File: config.mk
export PLATFORM = sky130hd
export DESIGN_NAME = vas_top
export DESIGN_NICKNAME = d
export VERILOG_FILES = /design/src/include/vas_pkg.sv /design/src/core/vas_avg.sv /design/src/core/vas_top.sv
export SDC_FILE = /design/constraint.sdc
export NUM_CORES = 1
export LEC_CHECK = 0
export ABC_AREA = 1
export BUFFER_PORTS_ARGS = -buffer_cell sky130_fd_sc_hd__buf_4
export CORE_ASPECT_RATIO = 0.9
export CORE_MARGIN = 5
export CORE_UTILIZATION = 25
export CTS_CLUSTER_SIZE = 20
export DETAILED_ROUTE_END_ITERATION = 10
export PLACE_DENSITY = 0.43
export SETUP_SLACK_MARGIN = 0.5
export SLEW_MARGIN = 20
export SYNTH_ARGS = -nofsm -noshare
export SYNTH_HDL_FRONTEND = slang
export SYNTH_HIERARCHICAL = 1
export SYNTH_SLANG_ARGS = --single-unit
File: constraint.sdc
create_clock -name clk_in -period 2.65 [get_ports clk_in]
set_clock_uncertainty 0.05 [all_clocks]
set_input_delay 0.53 -clock clk_in [delete_from_list [all_inputs] [get_ports clk_in]]
set_output_delay 0.53 -clock clk_in [all_outputs]
set_load 0.05 [all_outputs]
File: src/include/vas_pkg.sv
// Constants shared by the voltage converter sequencer.
package vas_pkg;

	// ------------------------------------------------------------
	// Register offsets
	// ------------------------------------------------------------
	localparam logic [7:0] VAS_OFS_CHIP_VAL = 8'h21;
	localparam logic [7:0] VAS_OFS_SUP_VAL = 8'h22;
	localparam logic [7:0] VAS_OFS_MAIN_CFG = 8'h40;
	localparam logic [7:0] VAS_OFS_STATUS = 8'h41;
	localparam logic [7:0] VAS_OFS_CHIP_LOW = 8'h46;
	localparam logic [7:0] VAS_OFS_CHIP_HIGH = 8'h47;
	localparam logic [7:0] VAS_OFS_SUP_LOW = 8'h48;
	localparam logic [7:0] VAS_OFS_SUP_HIGH = 8'h49;
	localparam logic [7:0] VAS_OFS_CHAN_SEL = 8'h55;
	localparam logic [7:0] VAS_OFS_CONV_CFG = 8'h73;

	// ------------------------------------------------------------
	// Field positions
	// ------------------------------------------------------------
	localparam int VAS_BIT_SCALE_5V = 7;
	localparam int VAS_BIT_AVG_OFF = 4;
	localparam int VAS_BIT_BYPASS = 5;
	localparam int VAS_BIT_SINGLE = 6;
	localparam int VAS_SEL_HI = 7;
	localparam int VAS_SEL_LO = 5;
	localparam int VAS_ST_CHIP = 0;
	localparam int VAS_ST_SUP = 1;

	// ------------------------------------------------------------
	// Reset values
	// ------------------------------------------------------------
	localparam logic [7:0] VAS_RST_VALUE = 8'h00;
	localparam logic [7:0] VAS_RST_LOW = 8'h00;
	localparam logic [7:0] VAS_RST_HIGH = 8'hff;
	localparam logic [7:0] VAS_RST_CFG = 8'h00;

	// ------------------------------------------------------------
	// Channel codes and converter scale
	// ------------------------------------------------------------
	localparam logic [2:0] VAS_CH_CHIP = 3'h1;
	localparam logic [2:0] VAS_CH_SUP = 3'h2;
	localparam logic [2:0] VAS_CH_REMOTE1 = 3'h5;
	localparam logic [2:0] VAS_CH_LOCAL = 3'h6;
	localparam logic [2:0] VAS_CH_REMOTE2 = 3'h7;
	localparam int VAS_RES_BITS = 10;
	localparam logic [9:0] VAS_NOMINAL_CODE = 10'h300;
	localparam int VAS_AVG_COUNT = 16;

	// ------------------------------------------------------------
	// Timing
	// ------------------------------------------------------------
	localparam int VAS_CLK_PERIOD_PS = 4000;
	localparam int VAS_SAMPLE_TIME_US = 700;
	localparam int VAS_MEAS_TIME_MS = 11;
	localparam int VAS_SAMPLE_CYCLES = (VAS_SAMPLE_TIME_US * 1000000) / VAS_CLK_PERIOD_PS;

	typedef enum logic {
		VAS_WAIT_TICK,
		VAS_WAIT_SAMPLE
	} vas_state_t;

endpackage
File: src/core/vas_avg.sv
// Sample accumulator that averages a run of converter readings.
module vas_avg #(
	parameter int RES_BITS = vas_pkg::VAS_RES_BITS,
	parameter int COUNT = vas_pkg::VAS_AVG_COUNT
) (
	// Clock and reset
	input wire logic clk_in,
	input wire logic reset_in,
	// Control
	input wire logic clear_in,
	input wire logic single_in,
	// Samples in
	input wire logic sample_valid_in,
	input wire logic [RES_BITS-1:0] sample_in,
	// Result out
	output logic done_out,
	output logic [RES_BITS-1:0] avg_out
);
	import vas_pkg::*;

	localparam int SHIFT = $clog2(COUNT);
	localparam int SUM_BITS = RES_BITS + SHIFT;

	logic [SUM_BITS-1:0] sum_reg;
	logic [SHIFT-1:0] cnt_reg;
	logic [SUM_BITS-1:0] sum_next;

	assign sum_next = sum_reg + SUM_BITS'(sample_in);

	// Running sum; unless single_in is set, a result only leaves once the full run is in, never a partial one.
	always_ff @(posedge clk_in) begin
		done_out <= 1'b0;
		if (reset_in || clear_in) begin
			sum_reg <= '0;
			cnt_reg <= '0;
			avg_out <= '0;
		end else if (sample_valid_in) begin
			if (single_in) begin
				avg_out <= sample_in;
				done_out <= 1'b1;
				sum_reg <= '0;
				cnt_reg <= '0;
			end else if (cnt_reg == SHIFT'(COUNT - 1)) begin
				avg_out <= sum_next[SUM_BITS-1:SHIFT];
				done_out <= 1'b1;
				sum_reg <= '0;
				cnt_reg <= '0;
			end else begin
				sum_reg <= sum_next;
				cnt_reg <= cnt_reg + 1'b1;
			end
		end
	end
endmodule

File: src/core/vas_top.sv
// Sequencer, averaging, limit checking and registers of the shared voltage converter.
module vas_top #(
	parameter int SAMPLE_CYCLES = vas_pkg::VAS_SAMPLE_CYCLES,
	parameter int RES_BITS = vas_pkg::VAS_RES_BITS
) (
	// Clock and reset
	input wire logic clk_in,
	input wire logic reset_in,
	// Register byte port from the serial slave engine
	input wire logic byte_valid_in,
	input wire logic byte_first_in,
	input wire logic [7:0] byte_data_in,
	input wire logic rd_req_in,
	output logic [7:0] rd_data_out,
	output logic rd_valid_out,
	// Converter and multiplexer
	output logic conv_start_out,
	output logic [2:0] mux_sel_out,
	input wire logic sample_valid_in,
	input wire logic [RES_BITS-1:0] sample_in,
	output logic atten_bypass_out,
	output logic supply_5v_scale_out,
	// Results for the temperature path
	output logic result_valid_out,
	output logic [2:0] result_chan_out,
	output logic [RES_BITS-1:0] result_out,
	// Alert
	output logic smbalert_n_out
);
	import vas_pkg::*;

	localparam int TICK_BITS = $clog2(SAMPLE_CYCLES + 1);

	// ------------------------------------------------------------
	// Decoding helpers
	// ------------------------------------------------------------

	// Only five of the eight select codes name a real input.
	function automatic logic chan_valid(input logic [2:0] code);
		chan_valid = (code == VAS_CH_CHIP) || (code == VAS_CH_SUP) ||
			(code == VAS_CH_REMOTE1) || (code == VAS_CH_LOCAL) ||
			(code == VAS_CH_REMOTE2);
	endfunction

	// Round-robin order through every input.
	function automatic logic [2:0] next_chan(input logic [2:0] code);
		if (code == VAS_CH_CHIP) begin
			next_chan = VAS_CH_SUP;
		end else if (code == VAS_CH_SUP) begin
			next_chan = VAS_CH_REMOTE1;
		end else if (code == VAS_CH_REMOTE1) begin
			next_chan = VAS_CH_LOCAL;
		end else if (code == VAS_CH_LOCAL) begin
			next_chan = VAS_CH_REMOTE2;
		end else begin
			next_chan = VAS_CH_CHIP;
		end
	endfunction

	// ------------------------------------------------------------
	// Declarations
	// ------------------------------------------------------------
	logic [7:0] ptr_reg;
	logic [7:0] main_cfg_reg;
	logic [7:0] conv_cfg_reg;
	logic [7:0] chan_sel_reg;
	logic [7:0] chip_low_reg;
	logic [7:0] chip_high_reg;
	logic [7:0] sup_low_reg;
	logic [7:0] sup_high_reg;
	logic [7:0] chip_val_reg;
	logic [7:0] sup_val_reg;
	logic [1:0] status_reg;
	logic [1:0] status_next;
	logic [TICK_BITS-1:0] tick_cnt_reg;
	logic tick_reg;
	vas_state_t state_reg;
	logic [2:0] chan_reg;
	logic data_wr;
	logic mode_wr;
	logic single_mode;
	logic one_shot;
	logic avg_done;
	logic [RES_BITS-1:0] avg_result;
	logic [7:0] res_hi;
	logic violation;
	logic [2:0] sel_code;

	assign data_wr = byte_valid_in && !byte_first_in;
	assign mode_wr = data_wr && ((ptr_reg == VAS_OFS_CONV_CFG) || (ptr_reg == VAS_OFS_CHAN_SEL));
	assign single_mode = conv_cfg_reg[VAS_BIT_SINGLE];
	assign one_shot = conv_cfg_reg[VAS_BIT_AVG_OFF] | single_mode;
	assign sel_code = chan_sel_reg[VAS_SEL_HI:VAS_SEL_LO];
	assign res_hi = avg_result[RES_BITS-1:RES_BITS-8];
	assign mux_sel_out = chan_reg;

	// ------------------------------------------------------------
	// Register write path
	// ------------------------------------------------------------

	// Address pointer takes the first byte of every write.
	always_ff @(posedge clk_in) begin
		if (reset_in) begin
			ptr_reg <= 8'h00;
		end else if (byte_valid_in && byte_first_in) begin
			ptr_reg <= byte_data_in;
		end
	end

	// Writable configuration and limits; value registers are not reachable from here.
	always_ff @(posedge clk_in) begin
		if (reset_in) begin
			main_cfg_reg <= VAS_RST_CFG;
			conv_cfg_reg <= VAS_RST_CFG;
			chan_sel_reg <= VAS_RST_CFG;
			chip_low_reg <= VAS_RST_LOW;
			chip_high_reg <= VAS_RST_HIGH;
			sup_low_reg <= VAS_RST_LOW;
			sup_high_reg <= VAS_RST_HIGH;
		end else if (data_wr) begin
			if (ptr_reg == VAS_OFS_MAIN_CFG) begin
				main_cfg_reg <= byte_data_in;
			end else if (ptr_reg == VAS_OFS_CONV_CFG) begin
				conv_cfg_reg <= byte_data_in;
			end else if (ptr_reg == VAS_OFS_CHAN_SEL) begin
				chan_sel_reg <= byte_data_in;
			end else if (ptr_reg == VAS_OFS_CHIP_LOW) begin
				chip_low_reg <= byte_data_in;
			end else if (ptr_reg == VAS_OFS_CHIP_HIGH) begin
				chip_high_reg <= byte_data_in;
			end else if (ptr_reg == VAS_OFS_SUP_LOW) begin
				sup_low_reg <= byte_data_in;
			end else if (ptr_reg == VAS_OFS_SUP_HIGH) begin
				sup_high_reg <= byte_data_in;
			end
		end
	end

	// Analog control levels follow the configuration one cycle later.
	always_ff @(posedge clk_in) begin
		if (reset_in) begin
			supply_5v_scale_out <= 1'b0;
			atten_bypass_out <= 1'b0;
		end else begin
			supply_5v_scale_out <= main_cfg_reg[VAS_BIT_SCALE_5V];
			atten_bypass_out <= conv_cfg_reg[VAS_BIT_BYPASS];
		end
	end

	// ------------------------------------------------------------
	// Register read path
	// ------------------------------------------------------------

	// Reads return the register under the pointer; unmapped offsets read as zero.
	always_ff @(posedge clk_in) begin
		if (reset_in) begin
			rd_data_out <= 8'h00;
			rd_valid_out <= 1'b0;
		end else begin
			rd_valid_out <= rd_req_in;
			if (rd_req_in) begin
				if (ptr_reg == VAS_OFS_CHIP_VAL) begin
					rd_data_out <= chip_val_reg;
				end else if (ptr_reg == VAS_OFS_SUP_VAL) begin
					rd_data_out <= sup_val_reg;
				end else if (ptr_reg == VAS_OFS_MAIN_CFG) begin
					rd_data_out <= main_cfg_reg;
				end else if (ptr_reg == VAS_OFS_STATUS) begin
					rd_data_out <= {6'h00, status_reg};
				end else if (ptr_reg == VAS_OFS_CHIP_LOW) begin
					rd_data_out <= chip_low_reg;
				end else if (ptr_reg == VAS_OFS_CHIP_HIGH) begin
					rd_data_out <= chip_high_reg;
				end else if (ptr_reg == VAS_OFS_SUP_LOW) begin
					rd_data_out <= sup_low_reg;
				end else if (ptr_reg == VAS_OFS_SUP_HIGH) begin
					rd_data_out <= sup_high_reg;
				end else if (ptr_reg == VAS_OFS_CHAN_SEL) begin
					rd_data_out <= chan_sel_reg;
				end else if (ptr_reg == VAS_OFS_CONV_CFG) begin
					rd_data_out <= conv_cfg_reg;
				end else begin
					rd_data_out <= 8'h00;
				end
			end
		end
	end

	// ------------------------------------------------------------
	// Sample rate divider
	// ------------------------------------------------------------

	// One-cycle enable every sample period.
	always_ff @(posedge clk_in) begin
		if (reset_in) begin
			tick_cnt_reg <= '0;
			tick_reg <= 1'b0;
		end else if (tick_cnt_reg == TICK_BITS'(SAMPLE_CYCLES - 1)) begin
			tick_cnt_reg <= '0;
			tick_reg <= 1'b1;
		end else begin
			tick_cnt_reg <= tick_cnt_reg + 1'b1;
			tick_reg <= 1'b0;
		end
	end

	// ------------------------------------------------------------
	// Channel sequencer
	// ------------------------------------------------------------

	// Starts one conversion per tick on the current channel; in single mode, on the selected code only if it is valid. A tick that lands while a
	// conversion is still outstanding is dropped rather than queued.
	always_ff @(posedge clk_in) begin
		conv_start_out <= 1'b0;
		if (reset_in) begin
			state_reg <= VAS_WAIT_TICK;
			chan_reg <= VAS_CH_CHIP;
		end else begin
			case (state_reg)
				VAS_WAIT_TICK: begin
					if (tick_reg) begin
						if (single_mode) begin
							if (chan_valid(sel_code)) begin
								chan_reg <= sel_code;
								conv_start_out <= 1'b1;
								state_reg <= VAS_WAIT_SAMPLE;
							end
						end else begin
							conv_start_out <= 1'b1;
							state_reg <= VAS_WAIT_SAMPLE;
						end
					end
				end
				VAS_WAIT_SAMPLE: begin
					if (sample_valid_in) begin
						state_reg <= VAS_WAIT_TICK;
					end
				end
				default: begin
					state_reg <= VAS_WAIT_TICK;
				end
			endcase
			if (avg_done && !single_mode) begin
				chan_reg <= next_chan(chan_reg);
			end
		end
	end

	// ------------------------------------------------------------
	// Averaging
	// ------------------------------------------------------------

	// A mode or selector write restarts the run so no mixed-channel average is stored.
	vas_avg #(
		.RES_BITS(RES_BITS),
		.COUNT(VAS_AVG_COUNT)
	) u_avg (
		.clk_in(clk_in),
		.reset_in(reset_in),
		.clear_in(mode_wr),
		.single_in(one_shot),
		.sample_valid_in(sample_valid_in && (state_reg == VAS_WAIT_SAMPLE)),
		.sample_in(sample_in),
		.done_out(avg_done),
		.avg_out(avg_result)
	);

	// ------------------------------------------------------------
	// Results and limit checking
	// ------------------------------------------------------------

	// Rail values take only finished results (full averages, or single readings when one_shot is set); the full 10-bit code, where the nominal
	// input sits at three-quarter scale, goes out for every channel.
	always_ff @(posedge clk_in) begin
		if (reset_in) begin
			chip_val_reg <= VAS_RST_VALUE;
			sup_val_reg <= VAS_RST_VALUE;
			result_valid_out <= 1'b0;
			result_chan_out <= 3'h0;
			result_out <= '0;
		end else begin
			result_valid_out <= avg_done;
			if (avg_done) begin
				result_chan_out <= chan_reg;
				result_out <= avg_result;
				if (chan_reg == VAS_CH_CHIP) begin
					chip_val_reg <= res_hi;
				end else if (chan_reg == VAS_CH_SUP) begin
					sup_val_reg <= res_hi;
				end
			end
		end
	end

	// Strict comparison of the upper eight bits with the channel's limits.
	always_comb begin
		violation = 1'b0;
		if (chan_reg == VAS_CH_CHIP) begin
			violation = (res_hi > chip_high_reg) || (res_hi < chip_low_reg);
		end else if (chan_reg == VAS_CH_SUP) begin
			violation = (res_hi > sup_high_reg) || (res_hi < sup_low_reg);
		end
	end

	// Sticky status cleared by reading it; a fresh violation in that cycle still sets.
	always_comb begin
		status_next = status_reg;
		if (rd_req_in && (ptr_reg == VAS_OFS_STATUS)) begin
			status_next = 2'b00;
		end
		if (avg_done && violation) begin
			if (chan_reg == VAS_CH_CHIP) begin
				status_next[VAS_ST_CHIP] = 1'b1;
			end else begin
				status_next[VAS_ST_SUP] = 1'b1;
			end
		end
	end

	always_ff @(posedge clk_in) begin
		if (reset_in) begin
			status_reg <= 2'b00;
			smbalert_n_out <= 1'b1;
		end else begin
			status_reg <= status_next;
			smbalert_n_out <= ~|status_reg;
		end
	end
endmodule

==> results of run 1 <==
-- cell families (layout without fill, tap and decap cells) --
family / count (synthesis) / count (layout) / synth area share
xor gates and xnor gates: 14 / 14 / 0.0147
DFF: 161 / 161 / 0.387
AOI/OAI and AO/OA: 281 / 281 / 0.182
and+or+nand+nor: 482 / 482 / 0.254
adders and majority gates: 44 / 44 / 0.0670
buffers and inverters: 194 / 267 / 0.0948
-- worst max-delay path, delay by kind of cell (launching register included) --
kind                   cells  cell delay [ps]
AOI/OAI and AO/OA          2              290
and+or+nand+nor            7              890
DFF                        1              370
buffers and inverters      3              370
-- power breakdown --
group / switching, mW / internal (mW)
Sequential: 0.0155 / 2.44
Clock: 1.09 / 1.27
Combinational: 0.205 / 0.0921
Total: 1.31 / 3.80
-- timing repair --
action                     CTS  global route
setup endpoints to repair   12            39
setup buffers                0             6
pin swaps                    0             4
resized for setup            4            20
hold endpoints to repair     0             0
-- final timing paths --
kind | startpoint | endpoint | cells past startpoint | slack [ps]
hold reg to reg | tick_cnt_reg[0]$_SDFF_PP0_ | tick_cnt_reg[0]$_SDFF_PP0_ | 1 | 400
hold / removal | sample_valid_in | state_reg$_SDFF_PP0_ | 2 | 250
setup / recovery | ptr_reg[7]$_SDFFE_PP0P_ | u_avg/avg_out[2]$_SDFFE_PP0P_ | 12 | 620
setup reg to reg | ptr_reg[7]$_SDFFE_PP0P_ | u_avg/avg_out[2]$_SDFFE_PP0P_ | 12 | 620
-- cell type report --
cell class,count,area [um^2],area share
Sequential cell,161,3230,0.326
Tap cell,422,528,0.0534
Clock buffer,20,467,0.0472
Clock inverter,11,81.3,0.00822
Inverter,161,609,0.0616
Multi-Input combinational cell,821,4390,0.444
Timing Repair Buffer,75,588,0.0594
-- routing by layer --
| layer | vias up | wire, um | GRT usage | part of all wire |
|---|---|---|---|---|
| li1 | 3943 | - | - | - |
| met1 | 3449 | 13400 | 0.202 | 0.51 |
| met2 | 97 | 12000 | 0.235 | 0.46 |
| met3 | 14 | 647 | 0.0225 | 0.025 |
| met4 | 0 | 238 | 0.0301 | 0.0091 |
| met5 | - | 0 | 0 | 0 |
-- placed cells by master, fill, tap and decap left out, types with 3 or more instances in the layout --
cell and instances:
xor2_1 13, nand2_2 11, ha_1 43, clkbuf_16 17
a21oi_2 5, dfxtp_2 3, a21oi_1 125, o21ai_1 12
inv_2 6, clkinv_4 3, o21bai_1 3, clkbuf_8 3
inv_1 151, nor2_2 5, nor2_4 9, nand2_1 243
nand3_4 3, a31oi_1 3, o21ai_2 3, nor2_1 122
o211ai_1 3, buf_4 73, o21ai_0 110, nor3_1 15
a211oi_1 8, nand3b_1 3, nand3_1 42, nand4_1 12
clkinv_2 3, dfxtp_1 158, clkinvlp_4 3
-- metrics by stage --
step | util | cells | setup slack [ps] | hold WS [ps]
after global placement | 0.279 | 1634 | 358 | 383
after floorplan | - | 1176 | 680 | 363
after detailed placement | 0.279 | 1634 | 313 | 386
after CTS | 0.297 | 1665 | 485 | 238
final | 0.300 | 1671 | 618 | 249
after global routing | 0.300 | 1671 | 467 | 249
==> impl_metrics.ini, run 1 <==
[run_status]
status = finished, final reports clean

[place]
routabilityCongestion = 0.825
port_buffers = 53
dpl-instance-area_mm2 = 0.00921
hpwl_um = 19400

[synthesis]
async_flop_share = 0
syn_nets = 1244
yosysMostFrequentCell = nand2_1
yosys_warnings = 6
synth_edf_count = 0
yosysTopAreaCellShare = 0.387
synth_ff_type = dfxtp_1
synth_area_leaders = dfxtp_1 39%, nand2_1 11%, a21oi_1 7.5%
synth_common_cells = 246 x nand2_1, 161 x dfxtp_1, 152 x inv_1
yosysTopAreaCell = dfxtp_1
synth_area_per_cell_um2 = 7.08
netlist_area_mm2 = 0.00833
synth.distinct_cells = 50
synth_seq_cells = 161
ys_seq_area_frac = 0.387
syn_inst = 1176

[route]
viasPerCell = 4.49
post-route-drc-count = 0
vias = 7503
firstDrtPassIters = 5
drtIter0Drc = 470
ant_nets = 0
drt-total-wl_um = 26200
wl_per_cell_um = 15.7

[sta]
period_share = 0.767
finalHoldViolations = 0
min_period_ps = 2030
fmax_ghz = 0.492
slew_headroom = 0.586
setup_viol = 0
tns_ps = 0
rsz0062_at_grt = true
maxSlewViolCount = 0
worst_pin_slew_ps = 619

[clock_network]
root_buffer = clkbuf_16
cts_hold_buf = 0
clock_latency_ps = 430
clk_path_buf_depth = 2
numCtsBuffers = 17
htree_levels = 4
clock_sinks = 161
cts_tree = done
path_clk_slew_ps = 70

[floorplanning]
core_mm2 = 0.0329
die_x_um = 202
dieArea_mm2 = 0.0371
die_y_um = 183
rows = 63
initial_utilization = 0.253
io-pin-count = 54

[worst_setup_path]
worst_path_most_repeated_cell = nor2_4
end_kind = flop
arrival_ps = 2350
path_cells = inv_1 -> nand2_2 -> nor2_4 -> nand2_4 -> nand2_2 -> inv_2 -> nor2_4 -> nor2_4 -> nand3_4 -> inv_2 -> o21ai_0 -> o21ai_1
max_stage_delay_ps = 370
path_max_fanout = 9
critPathRequiredTime_ps = 2970
path_class = flop to flop
crit_slowest_cell = dfxtp_1
cp-start-kind = flop

[global_route]
antenna_found_initial = 0
grt_max_degree = 59
track_usage = 0.144
grt_pass1_wl_um = 41900
overflow = 0
grt_pass1_vias = 7308

[hold_path]
hold_class = input pin to flop

[pwr]
power.density_mw_per_mm2 = 517
irDropWorstVdd_mv = 0.440
total_power_mw = 5.11
leakagePower_nw = 4.31

[cells_and_area]
nets = 1305
num_antenna_cells = 0
fill_cells = 3627
largest_reg_flops = 18
syn_to_final_growth_pct = 18.8
drive_above_1_share = 0.135
design_area_mm2 = 0.00989

[job]
cap_violations = 0
Note: power is estimated with default switching activity, not from simulation.
==> run 2, diff against run 1 <==
==> constraint.sdc (replaced) <==
create_clock -name clk_in -period 1.9 [get_ports clk_in]
set_clock_uncertainty 0.05 [all_clocks]
set_input_delay 0.38 -clock clk_in [delete_from_list [all_inputs] [get_ports clk_in]]
set_output_delay 0.38 -clock clk_in [all_outputs]
set_load 0.05 [all_outputs]
==> impl_metrics.ini, run 2 (same netlist as run 1, synthesis figures left out) <==
[worst_setup_path]
max_stage_delay_ps = 370
r2r-start = ptr_reg[6]$_SDFFE_PP0P_
worst_path_most_repeated_cell = nor2_4
critPathRequiredTime_ps = 2220
crit_buf_inv = 2
r2r_slack_ps = 80
critPathTopFamily = simple AND/OR/NAND/NOR gates
path_max_fanout = 16
path_class = flop to flop
path_cells = nand2_4 -> nor2_8 -> nand3_4 -> nor2_4 -> buf_12 -> nor2_4 -> nand3b_4 -> buf_4 -> a21oi_2
arrival_ps = 2140
end_kind = flop
crit_slowest_cell = dfxtp_4
cp-start-kind = flop
crit_path_start = ptr_reg[6]$_SDFFE_PP0P_

[place]
dp_cells = 1660
port_buffers = 53
routabilityCongestion = 0.869
hpwl_um = 20000

[clock_network]
cts_tree = done
path_clk_slew_ps = 70
root_buffer = clkbuf_16
htree_levels = 4
clk_path_buf_depth = 2
clock_sinks = 161
numCtsBuffers = 17
clock_latency_ps = 430

[cells_and_area]
final_common_cell = nand2_1
post-route-util = 0.396
num_antenna_cells = 0
syn_to_final_growth_pct = 56.5
fill_cells = 3415
nets = 1429
layout_common_cells = 211 x nand2_1, 127 x inv_1, 106 x dfxtp_1
drive_above_1_share = 0.436
largest_reg_flops = 18
final_cells = 1794

[floorplanning]
die_x_um = 202
initial_utilization = 0.253
rows = 63
die_y_um = 183
core_mm2 = 0.0329
dieArea_mm2 = 0.0371
io-pin-count = 54

[pwr]
power.density_mw_per_mm2 = 587
power_switching_mw = 1.99
power_frac_comb = 0.089
switching_share = 0.260
p_clk_frac = 0.464
sequentialPowerShare = 0.447
power.internal_mw = 5.66
leakagePower_nw = 5.40
irDropWorstVdd_mv = 0.639

[sta]
maxSlewViolCount = 0
period_share = 0.958
slew_headroom = 0.708
setup_viol = 0
worst_pin_slew_ps = 436
fmax_ghz = 0.549
rsz0062_at_grt = true
tns_ps = 0
finalHoldViolations = 0
min_period_ps = 1820

[route]
viasPerCell = 4.62
drtIter0Drc = 411
drt-total-wl_um = 30000
vias = 8280
post-route-drc-count = 0
wl_per_cell_um = 16.7
firstDrtPassIters = 5
ant_nets = 0

[global_route]
track_usage = 0.156
overflow = 0
antenna_found_initial = 0
grt_max_degree = 58
grt_pass1_wl_um = 45600
grt_pass1_vias = 8059

[job]
cap_violations = 0

[hold_path]
hold_start = sample_valid_in
hold_class = input pin to flop

[run_status]
status = finished, final reports clean
[run 2: cell count changes in the layout (fill, tap and decap cells not counted), moves of 28 or more]
cell,previous run,this run
dfxtp_2,3,38
o21ai_2,3,37
a21oi_2,5,54
buf_6,0,64
buf_4,73,101
o21ai_0,110,40
dfxtp_1,158,106
nor2_1,122,82
a21oi_1,125,73
o21ai_1,12,43
nor2_4,9,37
nand2_1,243,211
[run 2: per-stage QoR]
step | area (um^2) | worst slack [ps] | power, mW | hold WS (ps)
after floorplan | 8850 | 265 | 3.78 | 363
after global placement | 9930 | 17.5 | 3.99 | 389
after detailed placement | 9930 | 9.13 | 3.99 | 393
after CTS | 12000 | 128 | 7.62 | 69.4
after global routing | 13000 | -16.6 | 7.93 | 77.7
final | 13000 | 79.3 | 7.65 | 87.0
[run 2: power by group through the flow]
stage / clock [mW] / combinational (mW) / sequential (mW)
floorplan: 0 / 0.269 / 3.51
global placement: 0 / 0.484 / 3.50
detailed placement: 0 / 0.483 / 3.50
CTS: 3.63 / 0.581 / 3.42
global route: 3.79 / 0.728 / 3.42
finish: 3.55 / 0.677 / 3.42
[run 2: final timing paths]
check | to | depth (start not counted)
worst max register to register | sup_low_reg[6]$_SDFFE_PP0P_ | 9
worst min-delay path | state_reg$_SDFF_PP0_ | 2
worst max-delay path | sup_low_reg[6]$_SDFFE_PP0P_ | 9
worst min register to register | sup_val_reg[1]$_SDFFE_PP0P_ | 2
[run 2: per-layer routing]
| metal | global-route usage | wire [um] | vias up | share of wire |
|---|---|---|---|---|
| li1 | - | - | 4208 | - |
| met1 | 0.222 | 15000 | 3924 | 0.50 |
| met4 | 0.0301 | 301 | 0 | 0.010 |
| met2 | 0.252 | 13800 | 130 | 0.46 |
| met5 | 0 | 0 | - | 0 |
| met3 | 0.0269 | 915 | 18 | 0.030 |
[run 2: area by class of cell]
cell class              instances  area, um^2  area share
multi-input cells             826        5920       0.454
flip-flops and latches        161        3330       0.256
repair buffers                193        2020       0.155
inverters                     161         646      0.0495
well taps                     422         528      0.0405
clock buffers                  19         453      0.0348
clock inverters                11         129     0.00989
repair inverters                1        7.51    0.000576
[run 2: repair_timing]
action,in CTS,in global routing
buffers inserted,66,28
pin swaps,71,83
resized for setup,231,233
setup endpoints to repair,158,144
hold buffers,0,0
cloned,6,4
